`src/rtl/edoc_defs.svh`:
```
// Timing, geometry and pin-field constants for the extended-output DRAM
`ifndef EDOC_DEFS_SVH
`define EDOC_DEFS_SVH
`define EDOC_CLK_MHZ          200
`define EDOC_ROW_BITS_4K      12
`define EDOC_COL_BITS_4K      12
`define EDOC_ROW_BITS_8K      13
`define EDOC_COL_BITS_8K      11
`define EDOC_ADDR_PINS        13
`define EDOC_DATA_BITS        4
`define EDOC_LOC_BITS         24
`define EDOC_REFRESH_MS       64
`define EDOC_REFRESH_CYCLES   4096
`define EDOC_ROWONLY_8K       8192
`define EDOC_ROWONLY_4K       4096
// Refresh slot in ns: 64 ms spread over 4096 column-first cycles
`define EDOC_REF_INT_NS       15625
`define EDOC_REF_INT_CYC      ((`EDOC_REF_INT_NS * `EDOC_CLK_MHZ) / 1000)
// Strobe phase times, ns
`define EDOC_T_ROW_PRE_NS     40
`define EDOC_T_ROW_TO_COL_NS  20
`define EDOC_T_COL_LOW_NS     20
`define EDOC_T_COLUMN_PRECHARGE_NS 10
`define EDOC_T_GATE_HIGH_PULSE_NS  10
`define EDOC_T_ROW_LOW_SELF_REFRESH_NS 100000
`define EDOC_T_ROW_HIGH_SELF_EXIT_NS   110
`define EDOC_NS2CYC(ns)       ((((ns) * `EDOC_CLK_MHZ) + 999) / 1000)
`define EDOC_PH_W             16
`endif

```
`src/rtl/edoc_pkg.sv`:
```
// Types for the extended-output DRAM controller
package edoc_pkg;
	typedef enum logic [4:0] {
		EDOC_IDLE,
		EDOC_ROW_SET,
		EDOC_ROW_LOW,
		EDOC_COL_LOW,
		EDOC_LATE_GATE,
		EDOC_LATE_WE,
		EDOC_COL_HIGH,
		EDOC_PRECHARGE,
		EDOC_CFR_COL,
		EDOC_CFR_ROW,
		EDOC_SELF_HOLD,
		EDOC_SELF_EXIT,
		EDOC_BURST
	} edoc_state_type;
	typedef enum logic [1:0] {
		EDOC_OP_READ,
		EDOC_OP_EARLY_WRITE,
		EDOC_OP_LATE_WRITE
	} edoc_op_type;
endpackage : edoc_pkg

```
`src/rtl/edoc_phase_timer.sv`:
```
// Down-counter that times one strobe phase
`timescale 1ns/100ps
`include "edoc_defs.svh"
module edoc_phase_timer (
	input  wire logic                   core_clk_i,
	input  wire logic                   reset_i,
	input  wire logic                   load_i,
	input  wire logic [`EDOC_PH_W-1:0]  count_i,
	output logic                        done_o
);
	logic [`EDOC_PH_W-1:0] cnt_q;
	logic [`EDOC_PH_W-1:0] cnt_d;
	always_comb begin
		cnt_d = cnt_q;
		if (load_i) begin
			cnt_d = count_i;
		end else if (cnt_q != '0) begin
			cnt_d = cnt_q - `EDOC_PH_W'(1);
		end
	end
	always_ff @(posedge core_clk_i) begin
		if (reset_i) begin
			cnt_q <= '0;
		end else begin
			cnt_q <= cnt_d;
		end
	end
	// Registered view only: a load in the same cycle must not loop back
	assign done_o = (cnt_q == '0);
endmodule : edoc_phase_timer

```
`src/rtl/edoc_refresh_tick.sv`:
```
// Distributed refresh divider: one-cycle enable per refresh slot
`timescale 1ns/100ps
`include "edoc_defs.svh"
module edoc_refresh_tick #(
	parameter int REF_INT_CYC = `EDOC_REF_INT_CYC
) (
	input  wire logic core_clk_i,
	input  wire logic reset_i,
	output logic      tick_o
);
	logic [15:0] div_q;
	logic [15:0] div_d;
	logic        tick_d;
	always_comb begin
		tick_d = 1'b0;
		if (div_q == 16'(REF_INT_CYC - 1)) begin
			div_d  = 16'h0000;
			tick_d = 1'b1;
		end else begin
			div_d = div_q + 16'h0001;
		end
	end
	always_ff @(posedge core_clk_i) begin
		if (reset_i) begin
			div_q  <= 16'h0000;
			tick_o <= 1'b0;
		end else begin
			div_q  <= div_d;
			tick_o <= tick_d;
		end
	end
endmodule : edoc_refresh_tick

```
`src/rtl/edoc_ctrl.sv`:
```
// Extended-output DRAM controller: access, page, refresh and self refresh
//
// Functional notes
// - Strobes active low; row address with row strobe, then column.
// - Write strobe high reads, low writes; four bidirectional data pins.
// - Late write: controller raises gate before driving data.
// - Page: row opened, columns cycled, row rise ends page.
// - Every row refreshed at least once per 64 ms.
// - Issue 4096 column-first refresh cycles per 64 ms.
// - Row-only refresh needs 8192 or 4096 cycles per variant.
// - Self refresh: column-first cycle, row held low long enough.
// - Self-refresh parts allow 128 ms distributed refresh period.
// - Trailing hash means active low; all strobes follow it.
// - Self exit by row high; burst refresh all rows afterward.
`timescale 1ns/100ps
`include "edoc_defs.svh"
module edoc_ctrl #(
	parameter int REF_INT_CYC  = `EDOC_REF_INT_CYC,
	parameter int SELF_LOW_CYC = `EDOC_NS2CYC(`EDOC_T_ROW_LOW_SELF_REFRESH_NS),
	parameter bit ROWS_8K      = 1'b0
) (
	input  wire logic                      core_clk_i,
	input  wire logic                      reset_i,
	input  wire logic                      req_valid_i,
	input  wire edoc_pkg::edoc_op_type     req_op_i,
	input  wire logic [`EDOC_LOC_BITS-1:0] req_addr_i,
	input  wire logic [`EDOC_DATA_BITS-1:0] req_wdata_i,
	input  wire logic                      req_page_i,
	input  wire logic                      self_req_i,
	output logic                           req_ready_o,
	output logic                           rsp_valid_o,
	output logic [`EDOC_DATA_BITS-1:0]     rsp_rdata_o,
	output logic                           self_active_o,
	output logic                           row_n_o,
	output logic                           col_n_o,
	output logic                           we_n_o,
	output logic                           gate_n_o,
	output logic [`EDOC_ADDR_PINS-1:0]     mux_address_pins_o,
	input  wire logic [`EDOC_DATA_BITS-1:0] data_io_pins_i,
	output logic [`EDOC_DATA_BITS-1:0]     data_io_pins_o,
	output logic [`EDOC_DATA_BITS-1:0]     data_io_pins_oe_n_o
);
	import edoc_pkg::*;

	localparam int ROW_BITS = ROWS_8K ? `EDOC_ROW_BITS_8K : `EDOC_ROW_BITS_4K;
	localparam int COL_BITS = ROWS_8K ? `EDOC_COL_BITS_8K : `EDOC_COL_BITS_4K;
	localparam logic [15:0] C_PRE = 16'(`EDOC_NS2CYC(`EDOC_T_ROW_PRE_NS));
	localparam logic [15:0] C_RCD = 16'(`EDOC_NS2CYC(`EDOC_T_ROW_TO_COL_NS));
	localparam logic [15:0] C_CAS = 16'(`EDOC_NS2CYC(`EDOC_T_COL_LOW_NS));
	localparam logic [15:0] C_CP  =
		16'(`EDOC_NS2CYC(`EDOC_T_COLUMN_PRECHARGE_NS));
	localparam logic [15:0] C_OEP =
		16'(`EDOC_NS2CYC(`EDOC_T_GATE_HIGH_PULSE_NS));
	localparam logic [15:0] C_RPS =
		16'(`EDOC_NS2CYC(`EDOC_T_ROW_HIGH_SELF_EXIT_NS));
	localparam logic [15:0] C_SELF = 16'(SELF_LOW_CYC);
	localparam logic [12:0] BURST_LAST = 13'(`EDOC_REFRESH_CYCLES - 1);

	edoc_state_type st_q, st_d;
	edoc_op_type    op_q, op_d;
	logic [`EDOC_LOC_BITS-1:0]  addr_q, addr_d;
	logic [`EDOC_DATA_BITS-1:0] wdata_q, wdata_d;
	logic [`EDOC_DATA_BITS-1:0] rdata_q, rdata_d;
	logic [`EDOC_ADDR_PINS-1:0] pins_q, pins_d;
	logic [`EDOC_DATA_BITS-1:0] dout_q, dout_d, oen_q, oen_d;
	logic row_n_q, row_n_d, col_n_q, col_n_d, we_n_q, we_n_d;
	logic gate_n_q, gate_n_d, ready_q, ready_d, rsp_q, rsp_d;
	logic ref_pend_q, ref_pend_d, self_q, self_d, page_q, page_d;
	logic [12:0] burst_q, burst_d;
	logic        tm_load;
	logic [15:0] tm_count;
	logic        tm_done;
	logic        ref_tick;
	logic [ROW_BITS-1:0] row_field;
	logic [COL_BITS-1:0] col_field;

	assign row_field = req_addr_i[`EDOC_LOC_BITS-1 -: ROW_BITS];
	assign col_field = addr_q[COL_BITS-1:0];

	edoc_phase_timer u_timer (
		.core_clk_i (core_clk_i),
		.reset_i    (reset_i),
		.load_i     (tm_load),
		.count_i    (tm_count),
		.done_o     (tm_done)
	);

	edoc_refresh_tick #(
		.REF_INT_CYC (REF_INT_CYC)
	) u_tick (
		.core_clk_i (core_clk_i),
		.reset_i    (reset_i),
		.tick_o     (ref_tick)
	);

	always_comb begin
		st_d = st_q;
		op_d = op_q;
		addr_d = addr_q;
		wdata_d = wdata_q;
		rdata_d = rdata_q;
		pins_d = pins_q;
		dout_d = dout_q;
		oen_d = oen_q;
		row_n_d = row_n_q;
		col_n_d = col_n_q;
		we_n_d = we_n_q;
		gate_n_d = gate_n_q;
		ready_d = 1'b0;
		rsp_d = 1'b0;
		self_d = self_q;
		page_d = page_q;
		burst_d = burst_q;
		tm_load = 1'b0;
		tm_count = 16'h0000;
		ref_pend_d = ref_pend_q | ref_tick;
		case (st_q)
			EDOC_IDLE: begin
				row_n_d = 1'b1;
				col_n_d = 1'b1;
				we_n_d = 1'b1;
				gate_n_d = 1'b1;
				oen_d = '1;
				// take only on an edge that shows ready
				// Ready was offered, so a new tick waits one access
				if (ready_q && req_valid_i) begin
					op_d = req_op_i;
					addr_d = req_addr_i;
					wdata_d = req_wdata_i;
					page_d = req_page_i;
					pins_d = `EDOC_ADDR_PINS'(row_field);
					st_d = EDOC_ROW_SET;
				end else if (tm_done && ref_pend_q) begin
					ref_pend_d = ref_tick;
					col_n_d = 1'b0;
					tm_load = 1'b1;
					tm_count = C_RCD;
					st_d = EDOC_CFR_COL;
				end else if (tm_done && self_req_i) begin
					col_n_d = 1'b0;
					self_d = 1'b1;
					tm_load = 1'b1;
					tm_count = C_RCD;
					st_d = EDOC_CFR_COL;
				end else begin
					ready_d = tm_done && !ref_pend_q && !self_req_i;
				end
			end
			EDOC_ROW_SET: begin
				row_n_d = 1'b0;
				tm_load = 1'b1;
				tm_count = C_RCD;
				st_d = EDOC_ROW_LOW;
			end
			EDOC_ROW_LOW: begin
				pins_d = `EDOC_ADDR_PINS'(col_field);
				if (tm_done) begin
					we_n_d = (op_q != EDOC_OP_EARLY_WRITE);
					gate_n_d = (op_q != EDOC_OP_READ);
					if (op_q == EDOC_OP_EARLY_WRITE) begin
						dout_d = wdata_q;
						oen_d = '0;
					end
					col_n_d = 1'b0;
					tm_load = 1'b1;
					tm_count = C_CAS;
					st_d = EDOC_COL_LOW;
				end
			end
			EDOC_COL_LOW: begin
				if (tm_done) begin
					if (op_q == EDOC_OP_LATE_WRITE && we_n_q) begin
						gate_n_d = 1'b1;
						tm_load = 1'b1;
						tm_count = C_OEP;
						st_d = EDOC_LATE_GATE;
					end else begin
						if (op_q == EDOC_OP_READ) begin
							rdata_d = data_io_pins_i;
						end
						col_n_d = 1'b1;
						rsp_d = 1'b1;
						tm_load = 1'b1;
						tm_count = C_CP;
						st_d = EDOC_COL_HIGH;
					end
				end
			end
			EDOC_LATE_GATE: begin
				if (tm_done) begin
					dout_d = wdata_q;
					oen_d = '0;
					st_d = EDOC_LATE_WE;
				end
			end
			EDOC_LATE_WE: begin
				we_n_d = 1'b0;
				tm_load = 1'b1;
				tm_count = C_CAS;
				st_d = EDOC_COL_LOW;
			end
			EDOC_COL_HIGH: begin
				gate_n_d = 1'b1;
				we_n_d = 1'b1;
				oen_d = '1;
				if (ready_q && req_valid_i) begin
					op_d = req_op_i;
					addr_d = req_addr_i;
					wdata_d = req_wdata_i;
					page_d = req_page_i;
					pins_d = `EDOC_ADDR_PINS'(req_addr_i[COL_BITS-1:0]);
					st_d = EDOC_ROW_LOW;
				end else if (tm_done && page_q && !ready_q && !ref_pend_q
					&& !self_req_i) begin
					ready_d = 1'b1;
				end else if (tm_done) begin
					row_n_d = 1'b1;
					tm_load = 1'b1;
					tm_count = C_PRE;
					st_d = EDOC_PRECHARGE;
				end
			end
			EDOC_PRECHARGE: begin
				if (tm_done) begin
					st_d = EDOC_IDLE;
				end
			end
			EDOC_CFR_COL: begin
				if (tm_done) begin
					row_n_d = 1'b0;
					tm_load = 1'b1;
					tm_count = self_q ? C_SELF : C_CAS;
					st_d = EDOC_CFR_ROW;
				end
			end
			EDOC_CFR_ROW: begin
				if (tm_done) begin
					if (self_q) begin
						st_d = EDOC_SELF_HOLD;
					end else begin
						row_n_d = 1'b1;
						col_n_d = 1'b1;
						tm_load = 1'b1;
						tm_count = C_PRE;
						st_d = (burst_q != 13'h0000) ? EDOC_BURST
							: EDOC_PRECHARGE;
					end
				end
			end
			EDOC_SELF_HOLD: begin
				if (!self_req_i) begin
					row_n_d = 1'b1;
					col_n_d = 1'b1;
					tm_load = 1'b1;
					tm_count = C_RPS;
					st_d = EDOC_SELF_EXIT;
				end
			end
			EDOC_SELF_EXIT: begin
				if (tm_done) begin
					self_d = 1'b0;
					burst_d = BURST_LAST;
					col_n_d = 1'b0;
					tm_load = 1'b1;
					tm_count = C_RCD;
					st_d = EDOC_CFR_COL;
				end
			end
			EDOC_BURST: begin
				if (tm_done) begin
					burst_d = burst_q - 13'h0001;
					col_n_d = 1'b0;
					tm_load = 1'b1;
					tm_count = C_RCD;
					st_d = EDOC_CFR_COL;
				end
			end
			default: begin
				st_d = EDOC_IDLE;
			end
		endcase
	end

	always_ff @(posedge core_clk_i) begin
		if (reset_i) begin
			st_q <= EDOC_IDLE;
			op_q <= EDOC_OP_READ;
			addr_q <= '0;
			wdata_q <= '0;
			rdata_q <= '0;
			pins_q <= '0;
			dout_q <= '0;
			oen_q <= '1;
			row_n_q <= 1'b1;
			col_n_q <= 1'b1;
			we_n_q <= 1'b1;
			gate_n_q <= 1'b1;
			ready_q <= 1'b0;
			rsp_q <= 1'b0;
			ref_pend_q <= 1'b0;
			self_q <= 1'b0;
			page_q <= 1'b0;
			burst_q <= 13'h0000;
		end else begin
			st_q <= st_d;
			op_q <= op_d;
			addr_q <= addr_d;
			wdata_q <= wdata_d;
			rdata_q <= rdata_d;
			pins_q <= pins_d;
			dout_q <= dout_d;
			oen_q <= oen_d;
			row_n_q <= row_n_d;
			col_n_q <= col_n_d;
			we_n_q <= we_n_d;
			gate_n_q <= gate_n_d;
			ready_q <= ready_d;
			rsp_q <= rsp_d;
			ref_pend_q <= ref_pend_d;
			self_q <= self_d;
			page_q <= page_d;
			burst_q <= burst_d;
		end
	end

	assign req_ready_o = ready_q;
	assign rsp_valid_o = rsp_q;
	assign rsp_rdata_o = rdata_q;
	assign self_active_o = self_q;
	assign row_n_o = row_n_q;
	assign col_n_o = col_n_q;
	assign we_n_o = we_n_q;
	assign gate_n_o = gate_n_q;
	assign mux_address_pins_o = pins_q;
	assign data_io_pins_o = dout_q;
	assign data_io_pins_oe_n_o = oen_q;
endmodule : edoc_ctrl

```
`config.mk`:
```
export PLATFORM = sky130hd
export DESIGN_NAME = edoc_ctrl
export DESIGN_NICKNAME = d
export VERILOG_FILES = /design/src/rtl/edoc_pkg.sv /design/src/rtl/edoc_phase_timer.sv /design/src/rtl/edoc_refresh_tick.sv /design/src/rtl/edoc_ctrl.sv
export VERILOG_INCLUDE_DIRS = /design/src /design/src/rtl
export SDC_FILE = /design/constraint.sdc
export NUM_CORES = 1
export LEC_CHECK = 0
export BUFFER_PORTS_ARGS = -buffer_cell sky130_fd_sc_hd__buf_2
export CAP_MARGIN = 20
export CORE_AREA = 5 5 97 99
export DETAILED_ROUTE_END_ITERATION = 7
export DIE_AREA = 0 0 102 104
export PLACE_DENSITY_LB_ADDON = 0.08
export REMOVE_ABC_BUFFERS = 1
export SLEW_MARGIN = 15
export SYNTH_ARGS = -nofsm -noshare
export SYNTH_HDL_FRONTEND = slang
export SYNTH_SLANG_ARGS = --single-unit
```
`constraint.sdc`:
```
create_clock -name core_clk_i -period 6.55 [get_ports core_clk_i]
set_clock_uncertainty 0.2 [all_clocks]
set_input_delay 1.965 -clock core_clk_i [delete_from_list [all_inputs] [get_ports core_clk_i]]
set_output_delay 1.965 -clock core_clk_i [all_outputs]
set_load 0.03 [all_outputs]
```
==> impl_metrics.py <==
metrics = {
    "outcome": {
        "status": "completed",
    },
    "floorplanning": {
        "core-area_um2": 8466,
        "dieHeight_um": 104,
        "die_x_um": 102,
        "num_io_pins": 71,
        "rows": 34,
        "dieArea_um2": 10610,
        "initial_core_util": 0.5850,
    },
    "timing": {
        "fin_crit_sh": 0.6020,
        "rsz0062_at_grt": "false",
        "fmax_mhz": 253.6,
        "hold_violations": 0,
        "worst_pin_slew_ns": 0.8508,
        "final_max_slew_viol_count": 0,
        "setup_viol": 0,
        "slew_headroom": 0.4328,
        "hold_ws_ns": 0.2469,
        "setup_tns_ns": 0,
        "period_minus_slack_ns": 3.943,
    },
    "critical_path": {
        "r2r_start": "st_q[0]",
        "cp.required_ns": 6.59,
        "cp_max_fo": 20,
        "cp-start-kind": "input port",
        "path_class": "in2reg",
        "r2r-end": "mux_address_pins_o[8]",
        "arrival_ns": 3.98,
        "cp-end-kind": "flop",
        "r2r_slack_ns": 3.20,
        "reg2regPathDepth": 7,
    },
    "yosys": {
        "ys_seq_elements": 98,
        "synth-edff-count": 0,
        "synth_commonest_cells": "dfxtp_1, nor2_1, nand2_1, a21oi_1, clkbuf_1",
        "synth.area.top_cells": "dfxtp_1, nor2_1, a21oi_1, nand2_1, mux2i_1",
        "synth_top_area_cell": "dfxtp_1",
        "synth_area_um2": 4952,
        "synthFlopType": "dfxtp_1",
        "ys_seq_area_frac": 0.3962,
        "syn_inst": 617,
        "ys.warnings.count": 0,
        "synth-async-reset-ratio": 0,
        "yosysUniqueCellTypes": 66,
        "yosysMostFrequentCell": "dfxtp_1",
        "avgSynthCellArea_um2": 8.026,
        "yosysTopAreaCellShare": 0.3962,
    },
    "cells_and_area": {
        "finalNonFillerCells": 774,
        "area.growth.synth_to_final_pct": 10.66,
        "insertedDiodeCount": 0,
        "finalInstanceArea_um2": 5480,
        "fin_nets": 705,
        "drive_gt1_frac": 0.1562,
    },
    "routing": {
        "antenna_left": 0,
        "viasPerCell": 5.751,
        "drtIter0Drc": 259,
        "wl_mm": 11.30,
        "vias": 4451,
        "dr.pass1.iters": 5,
        "wl_per_cell_um": 14.60,
        "drc": 0,
    },
    "power_and_ir_drop": {
        "p_leak_uw": 0.002119,
        "powerDensity_nw_per_um2": 311.5,
        "worst_ir_drop_vdd_mv": 0.1503,
    },
    "clocking": {
        "cts_root_buffer": "clkbuf_8",
        "cts_tree": "done",
        "cts_sinks": 98,
        "clk_path_buf_depth": 2,
        "insertion_delay_ns": 0.36,
        "ctsHoldBuffers": 0,
        "cts_resized": 0,
        "ctsHtreeMaxLevel": 3,
        "cts_buffers": 9,
        "clk_pin_slew_worst_paths_ns": 0.11,
        "cts_setup_buffers": 0,
    },
    "grt": {
        "track_usage": 0.2128,
        "grt_pass1_vias": 4128,
        "grt_max_degree": 44,
        "overflow": 0,
        "grt_pass1_wl_mm": 19.03,
        "antenna_found_initial": 0,
    },
    "hold_path": {
        "hold_depth": 2,
        "min-delay-start": "u_tick.tick_o",
        "min_to": "ref_pend_q",
        "hold_path.class": "reg2reg",
    },
    "place": {
        "hpwl_mm": 7.881,
        "numPlacedInstances": 758,
        "io_buffer_count": 69,
        "gp_congestion": 0.9058,
        "placed_area_um2": 5286,
    },
    "run": {
        "max_cap_violations": 0,
    },
}
[worst max path at each step]
stage,startpoint,end,cells after the start
final,req_valid_i,mux_address_pins_o[8],8
after global routing,req_valid_i,mux_address_pins_o[4],8
after CTS,req_valid_i,mux_address_pins_o[8],8
after detailed placement,req_valid_i,mux_address_pins_o[8],8
after global placement,req_valid_i,mux_address_pins_o[7],8
after floorplan,req_valid_i,mux_address_pins_o[0],6
[where the power goes]
part / internal, uW / switching, uW
combinational: 234 / 357
clock: 157 / 229
sequential: 662 / 69.0
total: 1050 / 655
[per-stage QoR]
step                setup slack (ns)  power (uW)    util
floorplan                      2.550        1173       -
global placement               2.328        1309  0.6244
detailed placement             2.229        1329  0.6244
CTS                            2.638        1714  0.6474
global route                   2.450        1826  0.6474
finish                         2.607        1707  0.6474
[flip-flops by register name, summed over array words and instances (netlist names), 4 cells and up]
name                cells
data_io_pins_o          4
u_timer.cnt_q          16
addr_q                 12
wdata_q                 4
mux_address_pins_o     12
burst_q                13
u_tick.div_q           16
rsp_rdata_o             4
st_q                    4
[layout by cell type (no fill, tap or decap), types with 14 or more instances in the layout]
cell       n
nor2_1    93
dfxtp_1   98
a211oi_1  14
mux2i_1   20
xor2_1    19
nand2_1   73
a21oi_1   67
xnor2_1   16
o21ai_0   17
buf_2     69
[cell type report]
| class | count | area [um^2] |
|---|---|---|
| Clock inverter | 6 | 56.30 |
| Sequential cell | 98 | 1962 |
| Fill cell | 770 | 2985 |
| Multi-Input combinational cell | 466 | 2761 |
| Timing Repair Buffer | 74 | 382.9 |
| Tap cell | 108 | 135.1 |
| Clock buffer | 10 | 137.6 |
| Inverter | 12 | 45.04 |
[kinds of logic (layout without fill, tap and decap cells)]
kind of cell / Yosys count / count (layout) / synth area share
AO/OA/AOI/OAI: 139 / 139 / 0.1753
AND/OR/NAND/NOR: 263 / 263 / 0.2600
multiplexers: 22 / 22 / 0.04497
buffers and inverters: 53 / 102 / 0.04624
flip-flops: 98 / 98 / 0.3962
other: 1 / 1 / 0.0007572
XOR/XNOR: 35 / 35 / 0.06190
adder cells (fa/ha/maj): 6 / 6 / 0.01465
[routing by layer]
| layer | global-route usage | routed length [um] | up-vias |
|---|---|---|---|
| met5 | 0 | 0 | - |
| met4 | 0.03468 | 68 | 0 |
| met3 | 0.05366 | 683 | 6 |
| met2 | 0.3389 | 5309 | 135 |
| met1 | 0.2948 | 5235 | 2069 |
| li1 | - | - | 2241 |
[worst max-delay path, cell delays in order]
cell,delay (ns)
buf_2,0.11
and2_1,0.24
and3_1,0.42
a21oi_1,0.60
buf_4,0.32
a211oi_1,0.07
a21oi_1,0.19
nor2_1,0.05
Power figures use the tool's default switching activity.
